`src/iirp_defs.svh`:
```
`ifndef IIRP_DEFS_SVH
`define IIRP_DEFS_SVH
// direct offsets on the isa side
`define IIRP_OFS_STATUS   2'h0
`define IIRP_OFS_INDEX    2'h1
`define IIRP_OFS_DLOW     2'h2
`define IIRP_OFS_DHIGH    2'h3
// indirect indices
`define IIRP_IX_FIFO      8'h0B
`define IIRP_IX_PAIRSEL   8'h4E
`define IIRP_IX_CHIPCTL   8'h80
`define IIRP_IX_IRQEN     8'h81
`define IIRP_IX_RSVD82    8'h82
`define IIRP_IX_IRQSTAT   8'h83
`define IIRP_IX_RATE_LO   8'h84
`define IIRP_IX_RATE_HI   8'h85
`define IIRP_IX_RATE_CTL  8'h86
// field positions
`define IIRP_BIT_IRQ      7
`define IIRP_BIT_BUSY     6
`define IIRP_BIT_MIE      7
`define IIRP_BIT_PAIRED   0
`define IIRP_RATE_HI_W    4
// fifo depth in words
`define IIRP_FIFO_DEPTH   16
`define IIRP_FIFO_AW      4
// host-side software port offsets
`define IIRP_SW_ADDR      2'h0
`define IIRP_SW_WDATA     2'h1
`define IIRP_SW_CTRL      2'h2
`define IIRP_SW_RESULT    2'h3
`define IIRP_CTL_START    0
`define IIRP_CTL_READ     1
`define IIRP_CTL_WIDE     2
`define IIRP_CTL_SPLIT    3
`define IIRP_CTL_DIRECT   5
// host bus phase points, in clocks from the start of a phase
`define IIRP_PH_STB_ON    4'h1
`define IIRP_PH_STB_OFF   4'hA
`define IIRP_PH_CS_OFF    4'hC
`define IIRP_PH_SAMPLE    4'hD
`define IIRP_PH_LAST      4'hF
`endif

```
`src/iirp_pkg.sv`:
```
`default_nettype none
package iirp_pkg;
    typedef logic [7:0]  iirp_byte_t;
    typedef logic [15:0] iirp_word_t;
    typedef logic [1:0]  iirp_ofs_t;
    typedef enum logic [4:0] {
        IIRP_IDLE   = 5'h01,
        IIRP_SETIX  = 5'h02,
        IIRP_DLOW   = 5'h04,
        IIRP_DHIGH  = 5'h08,
        IIRP_DONE   = 5'h10
    } iirp_state_t;
endpackage
`default_nettype wire

```
`src/iirp_bus_if.sv`:
```
`default_nettype none
// isa-style io bus between the host end and the device end
interface iirp_bus_if;
    logic        cs_n;
    logic        ior_n;
    logic        iow_n;
    logic        sbhe_n;
    logic [1:0]  addr;
    logic [15:0] host_data;
    logic [15:0] dev_data;
    logic        dev_data_oe_n;
    logic        irq;
    modport host (output cs_n, ior_n, iow_n, sbhe_n, addr, host_data,
                  input dev_data, dev_data_oe_n, irq);
    modport dev  (input cs_n, ior_n, iow_n, sbhe_n, addr, host_data,
                  output dev_data, dev_data_oe_n, irq);
endinterface
`default_nettype wire

```
`src/iirp_pin_sync.sv`:
```
`include "iirp_defs.svh"
`default_nettype none
// three-stage synchroniser; a change counts when stages two and three agree
module iirp_pin_sync #(
    parameter int W = 1,
    parameter logic [W-1:0] INIT = '0
) (
    input  wire logic         clock,
    input  wire logic         nrst,
    input  wire logic [W-1:0] pin,
    output logic      [W-1:0] level
);
    logic [W-1:0] s1_q;
    logic [W-1:0] s2_q;
    logic [W-1:0] s3_q;

    always_ff @(posedge clock or negedge nrst) begin
        if (!nrst) begin
            s1_q  <= INIT;
            s2_q  <= INIT;
            s3_q  <= INIT;
            level <= INIT;
        end else begin
            s1_q <= pin;
            s2_q <= s1_q;
            s3_q <= s2_q;
            for (int i = 0; i < W; i++) begin
                if (s2_q[i] == s3_q[i]) begin
                    level[i] <= s3_q[i];
                end
            end
        end
    end
endmodule // iirp_pin_sync
`default_nettype wire

```
`src/iirp_device.sv`:
```
// The implementer's own choice: the address-and-strobe port.
`include "iirp_defs.svh"
`default_nettype none
module iirp_device (
    input  wire logic                clock,
    input  wire logic                nrst,
    iirp_bus_if.dev                  bus,
    input  wire logic [5:0]          irq_events,
    input  wire logic                play_fifo_pop,
    output logic                     play_fifo_full,
    output iirp_pkg::iirp_word_t     play_fifo_head,
    output logic                     play_fifo_empty,
    output iirp_pkg::iirp_byte_t     chip_control,
    output logic [11:0]              sample_rate,
    output iirp_pkg::iirp_byte_t     rate_control
);
    import iirp_pkg::*;

    logic        cs_s, rd_s, wr_s, bhe_s;
    logic [1:0]  addr_s;
    logic [15:0] wd_s;
    logic        rd_p_q, wr_p_q;
    iirp_byte_t  index_q, clear_q, pending_q, irqen_q, pairsel_q;
    iirp_byte_t  chipctl_q, rate_lo_q, ratectl_q;
    logic [3:0]  rate_hi_q;
    iirp_byte_t  split_lo_q;
    logic        oe_n_q, irq_q;
    iirp_word_t  fifo_mem [`IIRP_FIFO_DEPTH];
    logic [`IIRP_FIFO_AW:0] wp_q, rp_q;

    // select and strobe pins inverted so their stages idle at zero; no false strobe edge after reset
    iirp_pin_sync #(.W(22), .INIT(22'h0)) u_sync (
        .clock (clock),
        .nrst  (nrst),
        .pin   ({~bus.cs_n, ~bus.ior_n, ~bus.iow_n, ~bus.sbhe_n, bus.addr, bus.host_data}),
        .level ({cs_s, rd_s, wr_s, bhe_s, addr_s, wd_s})
    );

    // strobe edges, taken only under select
    wire rd_go = rd_s & ~rd_p_q & cs_s;
    wire wr_go = wr_s & ~wr_p_q & cs_s;
    wire paired = pairsel_q[`IIRP_BIT_PAIRED];
    wire master_interrupt_enable    = irqen_q[`IIRP_BIT_MIE];
    wire at_st  = addr_s == `IIRP_OFS_STATUS;
    wire at_ix  = addr_s == `IIRP_OFS_INDEX;
    wire at_lo  = addr_s == `IIRP_OFS_DLOW;
    wire at_hi  = addr_s == `IIRP_OFS_DHIGH;
    wire is_fifo = index_q == `IIRP_IX_FIFO;
    wire fifo_full  = (wp_q[`IIRP_FIFO_AW] != rp_q[`IIRP_FIFO_AW]) &&
                      (wp_q[`IIRP_FIFO_AW-1:0] == rp_q[`IIRP_FIFO_AW-1:0]);
    wire fifo_empty = wp_q == rp_q;
    // sources held off while their clear bit stands
    wire [5:0] live = pending_q[5:0] & irqen_q[5:0] & ~clear_q[5:0];
    wire irq_d = master_interrupt_enable & |live;
    wire [7:0] status = {irq_q, ~fifo_full, pending_q[5:0] & ~clear_q[5:0]};
    wire word_wr = wr_go & at_lo & bhe_s & is_fifo;
    wire split_wr = wr_go & at_hi & is_fifo;
    wire push = (word_wr | split_wr) & ~fifo_full;
    wire [15:0] push_word = word_wr ? wd_s : {wd_s[7:0], split_lo_q};

    // write decode, one target per wire
    wire wr_clear = wr_go & at_st;
    wire wr_index = wr_go & at_ix;
    wire wr_ind   = wr_go & at_lo & ~is_fifo;
    wire wr_split = wr_go & at_lo & is_fifo & ~bhe_s;

    iirp_byte_t ind_rd;
    always_comb begin
        case (index_q)
            `IIRP_IX_CHIPCTL:  ind_rd = chipctl_q;
            `IIRP_IX_IRQEN:    ind_rd = irqen_q;
            `IIRP_IX_IRQSTAT:  ind_rd = status;
            `IIRP_IX_RATE_LO:  ind_rd = rate_lo_q;
            `IIRP_IX_RATE_HI:  ind_rd = {4'h0, rate_hi_q};
            `IIRP_IX_RATE_CTL: ind_rd = ratectl_q;
            default:           ind_rd = 8'h00; // pairsel and reserved read zero
        endcase
    end

    logic [15:0] rd_mux;
    always_comb begin
        case (addr_s)
            `IIRP_OFS_STATUS: rd_mux = paired ? 16'h0 : {8'h00, status};
            `IIRP_OFS_INDEX:  rd_mux = paired ? 16'h0 : {8'h00, index_q};
            `IIRP_OFS_DLOW:   rd_mux = is_fifo ? (bhe_s ? fifo_mem[rp_q[`IIRP_FIFO_AW-1:0]]
                                       : {8'h00, fifo_mem[rp_q[`IIRP_FIFO_AW-1:0]][7:0]})
                                       : {8'h00, ind_rd};
            default:          rd_mux = is_fifo ? {8'h00, fifo_mem[rp_q[`IIRP_FIFO_AW-1:0]][15:8]} : 16'h0;
        endcase
    end

    wire pop_host = rd_go & is_fifo & ~fifo_empty & ((at_lo & bhe_s) | at_hi);
    wire pop = (pop_host | play_fifo_pop) & ~fifo_empty;

    // strobe history, pin enable and the registered irq pin
    always_ff @(posedge clock or negedge nrst) begin
        if (!nrst) begin
            rd_p_q <= 1'b0;
            wr_p_q <= 1'b0;
            irq_q  <= 1'b0;
            oe_n_q <= 1'b1;
        end else begin
            rd_p_q <= rd_s;
            wr_p_q <= wr_s;
            irq_q  <= irq_d;
            oe_n_q <= ~(rd_s & cs_s);
        end
    end

    // sticky sources; a new event wins over a clear in the same cycle
    always_ff @(posedge clock or negedge nrst) begin
        if (!nrst) begin
            pending_q <= 8'h00;
            clear_q   <= 8'h00;
        end else begin
            pending_q[5:0] <= (pending_q[5:0] & ~clear_q[5:0]) | irq_events;
            if (wr_clear) begin
                clear_q <= {2'b00, wd_s[5:0]};
            end
        end
    end

    always_ff @(posedge clock or negedge nrst) begin
        if (!nrst) begin
            index_q <= 8'h00;
        end else if (wr_index) begin
            index_q <= wd_s[7:0];
        end
    end

    // byte-wide indirect registers, rate high only 4 bits; unknown indices swallow the write
    always_ff @(posedge clock or negedge nrst) begin
        if (!nrst) begin
            pairsel_q <= 8'h00;
            chipctl_q <= 8'h00;
            irqen_q   <= 8'h00;
            rate_lo_q <= 8'h00;
            rate_hi_q <= 4'h0;
            ratectl_q <= 8'h00;
        end else if (wr_ind) begin
            case (index_q)
                `IIRP_IX_PAIRSEL:  pairsel_q <= wd_s[7:0];
                `IIRP_IX_CHIPCTL:  chipctl_q <= wd_s[7:0];
                `IIRP_IX_IRQEN:    irqen_q <= wd_s[7:0];
                `IIRP_IX_RATE_LO:  rate_lo_q <= wd_s[7:0];
                `IIRP_IX_RATE_HI:  rate_hi_q <= wd_s[3:0];
                `IIRP_IX_RATE_CTL: ratectl_q <= wd_s[7:0];
                default:           ;
            endcase
        end
    end

    // low half of a split word waits here for the high port write
    always_ff @(posedge clock or negedge nrst) begin
        if (!nrst) begin
            split_lo_q <= 8'h00;
        end else if (wr_split) begin
            split_lo_q <= wd_s[7:0];
        end
    end

    // read data stands until the next selected read
    always_ff @(posedge clock or negedge nrst) begin
        if (!nrst) begin
            bus.dev_data <= 16'h0;
        end else if (rd_go) begin
            bus.dev_data <= rd_mux;
        end
    end

    // pointers only; a push into a full fifo is dropped, not queued
    always_ff @(posedge clock or negedge nrst) begin
        if (!nrst) begin
            wp_q <= '0;
            rp_q <= '0;
        end else begin
            if (push) begin
                wp_q <= wp_q + 1'b1;
            end
            if (pop) begin
                rp_q <= rp_q + 1'b1;
            end
        end
    end

    // storage has no reset, so it stays out of the reset process
    always_ff @(posedge clock) begin
        if (push) begin
            fifo_mem[wp_q[`IIRP_FIFO_AW-1:0]] <= push_word;
        end
    end

    assign bus.irq = irq_q;
    assign bus.dev_data_oe_n = oe_n_q;
    assign play_fifo_full = fifo_full;
    assign play_fifo_empty = fifo_empty;
    assign play_fifo_head = fifo_mem[rp_q[`IIRP_FIFO_AW-1:0]];
    assign chip_control = chipctl_q;
    assign sample_rate = {rate_hi_q, rate_lo_q};
    assign rate_control = ratectl_q;
endmodule // iirp_device
`default_nettype wire

```
`src/flat_wrapper.sv`:
```
// flat-port wrapper written by rule: the top's interface ports become plain ports
module iirp_device_flat import iirp_pkg::*;
  (clock, nrst, irq_events, play_fifo_pop, play_fifo_full, play_fifo_head, play_fifo_empty, chip_control, sample_rate, rate_control, bus_cs_n, bus_ior_n, bus_iow_n, bus_sbhe_n, bus_addr, bus_host_data, bus_dev_data, bus_dev_data_oe_n, bus_irq);
  iirp_bus_if bus_i ();
  input  wire logic clock;
  input  wire logic nrst;
  input  wire logic [5:0] irq_events;
  input  wire logic play_fifo_pop;
  output logic play_fifo_full;
  output iirp_pkg::iirp_word_t play_fifo_head;
  output logic play_fifo_empty;
  output iirp_pkg::iirp_byte_t chip_control;
  output logic [11:0] sample_rate;
  output iirp_pkg::iirp_byte_t rate_control;
  input wire logic [$bits(bus_i.cs_n)-1:0] bus_cs_n;
  input wire logic [$bits(bus_i.ior_n)-1:0] bus_ior_n;
  input wire logic [$bits(bus_i.iow_n)-1:0] bus_iow_n;
  input wire logic [$bits(bus_i.sbhe_n)-1:0] bus_sbhe_n;
  input wire logic [$bits(bus_i.addr)-1:0] bus_addr;
  input wire logic [$bits(bus_i.host_data)-1:0] bus_host_data;
  output wire logic [$bits(bus_i.dev_data)-1:0] bus_dev_data;
  output wire logic [$bits(bus_i.dev_data_oe_n)-1:0] bus_dev_data_oe_n;
  output wire logic [$bits(bus_i.irq)-1:0] bus_irq;
  assign bus_i.cs_n = bus_cs_n;
  assign bus_i.ior_n = bus_ior_n;
  assign bus_i.iow_n = bus_iow_n;
  assign bus_i.sbhe_n = bus_sbhe_n;
  assign bus_i.addr = bus_addr;
  assign bus_i.host_data = bus_host_data;
  assign bus_dev_data = bus_i.dev_data;
  assign bus_dev_data_oe_n = bus_i.dev_data_oe_n;
  assign bus_irq = bus_i.irq;
  iirp_device u_core (.clock(clock), .nrst(nrst), .bus(bus_i), .irq_events(irq_events), .play_fifo_pop(play_fifo_pop), .play_fifo_full(play_fifo_full), .play_fifo_head(play_fifo_head), .play_fifo_empty(play_fifo_empty), .chip_control(chip_control), .sample_rate(sample_rate), .rate_control(rate_control));
endmodule
```
`config.mk`:
```
export PLATFORM = sky130hd
export DESIGN_NAME = iirp_device_flat
export DESIGN_NICKNAME = d
export VERILOG_FILES = /design/src/iirp_pkg.sv /design/src/iirp_bus_if.sv /design/src/iirp_pin_sync.sv /design/src/iirp_device.sv /design/src/flat_wrapper.sv
export VERILOG_INCLUDE_DIRS = /design/src
export SDC_FILE = /design/constraint.sdc
export NUM_CORES = 1
export LEC_CHECK = 0
export ABC_AREA = 1
export BUFFER_PORTS_ARGS = -buffer_cell sky130_fd_sc_hd__buf_2
export CORE_MARGIN = 8
export CORE_UTILIZATION = 50
export CTS_CLUSTER_DIAMETER = 50
export DETAILED_ROUTE_END_ITERATION = 12
export PLACE_DENSITY = 0.74
export SLEW_MARGIN = 20
export SYNTH_ARGS = -nofsm -noshare
export SYNTH_HDL_FRONTEND = slang
export SYNTH_SLANG_ARGS = --single-unit
```
`constraint.sdc`:
```
create_clock -name clock -period 3.35 [get_ports clock]
set_input_delay 0.1675 -clock clock [delete_from_list [all_inputs] [get_ports clock]]
set_output_delay 0.1675 -clock clock [all_outputs]
set_load 0.005 [all_outputs]
```
==> results_dict.tcl <==
set metrics [dict create \
    grt_max_degree 130 \
    fin_setup_tns_ns 0 \
    syn_area_um2 18000 \
    internal_power_uw 10100 \
    max-cap-violations 0 \
    critPathLaunchType "register" \
    status "finished, final reports clean" \
    holdCritPathClass "in2reg" \
    pwr-share-seq_pct 41.3 \
    dp_hpwl_mm 28.6 \
    die_y_um 206 \
    p_per_area_nw_per_um2 726 \
    drc_errors 0 \
    path_max_fanout 62 \
    cts_sinks 439 \
    n_fill_cell 2862 \
    drtPass1Iterations 5 \
    antenna_left 0 \
    slowest_stage "buf_4" \
    layout_common_cells "nand2_1, edfxtp_1, dfrtp_1" \
    cp_common_cell "nand3_1" \
    grtUsageTotal_pct 20.9 \
    finalSetupViolations 0 \
    finalHoldViolCount 0 \
    p_switching_uw 4990 \
    instances_no_fill 2350 \
    irDropWorstVdd_mv 0.519 \
    grt_pass1_vias 12600 \
    ys_types 41 \
    timing.hold.ws_ns 0.0424 \
    clkPwrFrac_pct 33.3 \
    antenna_found_initial 0 \
    final_common_cell "nand2_1" \
    root_buffer "clkbuf_16" \
    syn_nets 1755 \
    tightest_slew_ns 0.953 \
    ys_ff_latch 439 \
    criticalPathCategory "reg2out" \
    avgSynthCellArea_um2 10.5 \
    swShare_pct 33.1 \
    cts_tree "built" \
    grt_setup_unrepaired "false" \
    start_util_pct 50.7 \
    cts_hold_buf 29 \
    clk_latency_ns 0.55 \
    vias_per_cell 5.34 \
    post_drt_wl_per_cell_um 18.9 \
    slowest_delay_ns 0.68 \
    numCtsBuffers 44 \
    ys.flop_type "edfxtp_1" \
    wl_mm 44.3 \
    io_buffers 94 \
    io_pins 95 \
    clkTransAtPathRegs_ns 0.07 \
    syn_to_final_growth_pct 15.4 \
    power_uw 15100 \
    gr-total-overflow 0 \
    drt_iter0_drc 1047 \
    syn-instance-count 1719 \
    htreeDepth 2 \
    yosysWarnings 0 \
    slew_headroom_pct 36.5 \
    max_freq_ghz 0.335 \
    period_share_pct 89.0 \
    gp_congestion 0.940 \
    die_w_um 206 \
    finClkSkew_ns 0.0138 \
    cp_top_family "buffers and inverters" \
    coreArea_um2 35500 \
    rows 69 \
    antenna_cells 0 \
    crit_path_end_kind "primary output" \
    p_leak_uw 0.00927 \
    cts_buffer_depth 3 \
    fin_crit_ns 2.98 \
    cts_setup_buffers 0 \
    via_count 12500 \
    path_buf_inv 2 \
    grt_pass1_wl_mm 69.0 \
    ctsResizeCount 0 \
    synth_edf_count 256 \
    combPwrFrac_pct 25.4 \
    slew_viol_final 0 \
    crit_required_ns 3.18 \
    fp.dieArea_um2 42300 \
    ys_seq_area_share_pct 68.2 \
    async_reset_ff_share_pct 41.7 \
    dp_cells 2241 \
    layout-drive-gt1-share_pct 12.9 \
    final_nets 1891 \
    cp_data_arrival_time_ns 2.81 \
    path_cells "buf_4 > nor2_1 > o21ai_0 > nand3_1 > nand3_1 > nand2_1 > buf_2" \
]
-- flip-flops by register name, indices dropped and copies added (netlist names), 6 cells and up --
register / cells
u_core.fifo_mem: 256
u_core.u_sync.level: 22
u_core.u_sync.s1_q: 22
u_core.u_sync.s2_q: 22
u_core.u_sync.s3_q: 22
u_core.bus.dev_data: 16
u_core.chip_control: 8
u_core.index_q: 8
u_core.irqen_q: 8
u_core.rate_control: 8
u_core.rate_lo_q: 8
u_core.split_lo_q: 8
u_core.clear_q: 6
u_core.pending_q: 6
-- per-stage QoR --
step | instance area, um2 | setup slack [ns] | utilization (%)
finish | 20800 | 0.368 | 58.5
global route | 20800 | 0.225 | 58.5
CTS | 20800 | 0.396 | 58.5
detailed placement | 19000 | 0.846 | 53.5
global placement | 19000 | 0.869 | 53.5
floorplan | 18000 | 0.981 | -
-- cells by family (layout without fill, tap and decap cells) --
group                      Yosys count  in the layout  share of synthesized area (%)
AOI/OAI and AO/OA                  158            158                           4.60
xor gates and xnor gates             7              7                          0.341
adders and majority gates           27             27                           1.57
buffers and inverters              218            388                           5.14
DFF                                439            439                           68.2
muxes                                8              8                          0.563
and+or+nand+nor                    862            862                           19.6
-- final timing paths --
path                       slack, ns  cells after the start                 endpoint                  start
min                             0.04                      5           u_core.rp_q[4]          play_fifo_pop
min reg2reg                     0.35                      0    u_core.u_sync.s2_q[3]  u_core.u_sync.s1_q[3]
max                             0.37                      7        play_fifo_head[1]         u_core.rp_q[1]
max in group asynchronous       2.18                      3   u_core.u_sync.s2_q[12]                   nrst
max reg2reg                     0.78                     10   u_core.fifo_mem[6][14]         u_core.rp_q[0]
min in group asynchronous       0.31                      2  u_core.u_sync.level[17]                   nrst
-- power groups by stage --
stage | logic, uW | registers, uW | clock network [uW]
floorplan | 2490 | 6210 | 0
global placement | 3690 | 6320 | 0
detailed placement | 3750 | 6320 | 0
CTS | 3790 | 6220 | 5080
global route | 4210 | 6260 | 5320
finish | 3830 | 6230 | 5030
-- final cells by class --
| cell class | instances | area (um2) | area share, % |
|---|---|---|---|
| clock inverters | 17 | 218 | 1.05 |
| repair buffers | 154 | 1040 | 4.99 |
| well taps | 461 | 577 | 2.78 |
| inverters | 154 | 583 | 2.81 |
| multi-input cells | 1062 | 4810 | 23.1 |
| clock buffers | 63 | 1270 | 6.13 |
| flip-flops and latches | 439 | 12300 | 59.1 |
-- synthesized netlist by cell type (4+ instances only) --
| cell | number | share of area [%] |
|---|---|---|
| nand2_1 | 597 | 12 |
| edfxtp_1 | 256 | 43 |
| dfrtp_1 | 182 | 25 |
| inv_1 | 140 | 2.9 |
| nand3_1 | 120 | 3.3 |
| nor2_1 | 113 | 2.4 |
| o21ai_0 | 112 | 3.1 |
| buf_2 | 28 | 0.78 |
| maj3_1 | 22 | 1.2 |
| a21oi_1 | 21 | 0.58 |
| clkbuf_1 | 14 | 0.29 |
| o21ai_1 | 12 | 0.33 |
| buf_4 | 10 | 0.42 |
| inv_2 | 9 | 0.19 |
| buf_1 | 8 | 0.17 |
| o211ai_1 | 8 | 0.33 |
| or2_2 | 6 | 0.21 |
| xor2_1 | 6 | 0.29 |
| ha_1 | 5 | 0.35 |
| mux2_2 | 5 | 0.31 |
| nand2_2 | 5 | 0.17 |
| nor2_2 | 5 | 0.17 |
| buf_6 | 4 | 0.25 |
-- worst reg2reg max path: stages, from the launching register on --
cell and delay (ns):
dfrtp_4 0.58, inv_4 0.33, nand2_1 0.11, nand2_1 0.09, nor2_1 0.05, nand3_1 0.19
nand2_1 0.14, inv_2 0.14, nand2_1 0.19, nor2_1 0.16, buf_4 0.27
-- metal layers --
layer,part of all wire [%],GRT usage [%],vias up
met5,0,0,-
met4,3.3,7.99,0
met3,8.8,4.44,88
met2,46,33.0,519
met1,41,28.3,6068
li1,-,-,5874
No activity file was read; power rests on OpenSTA's default activity.
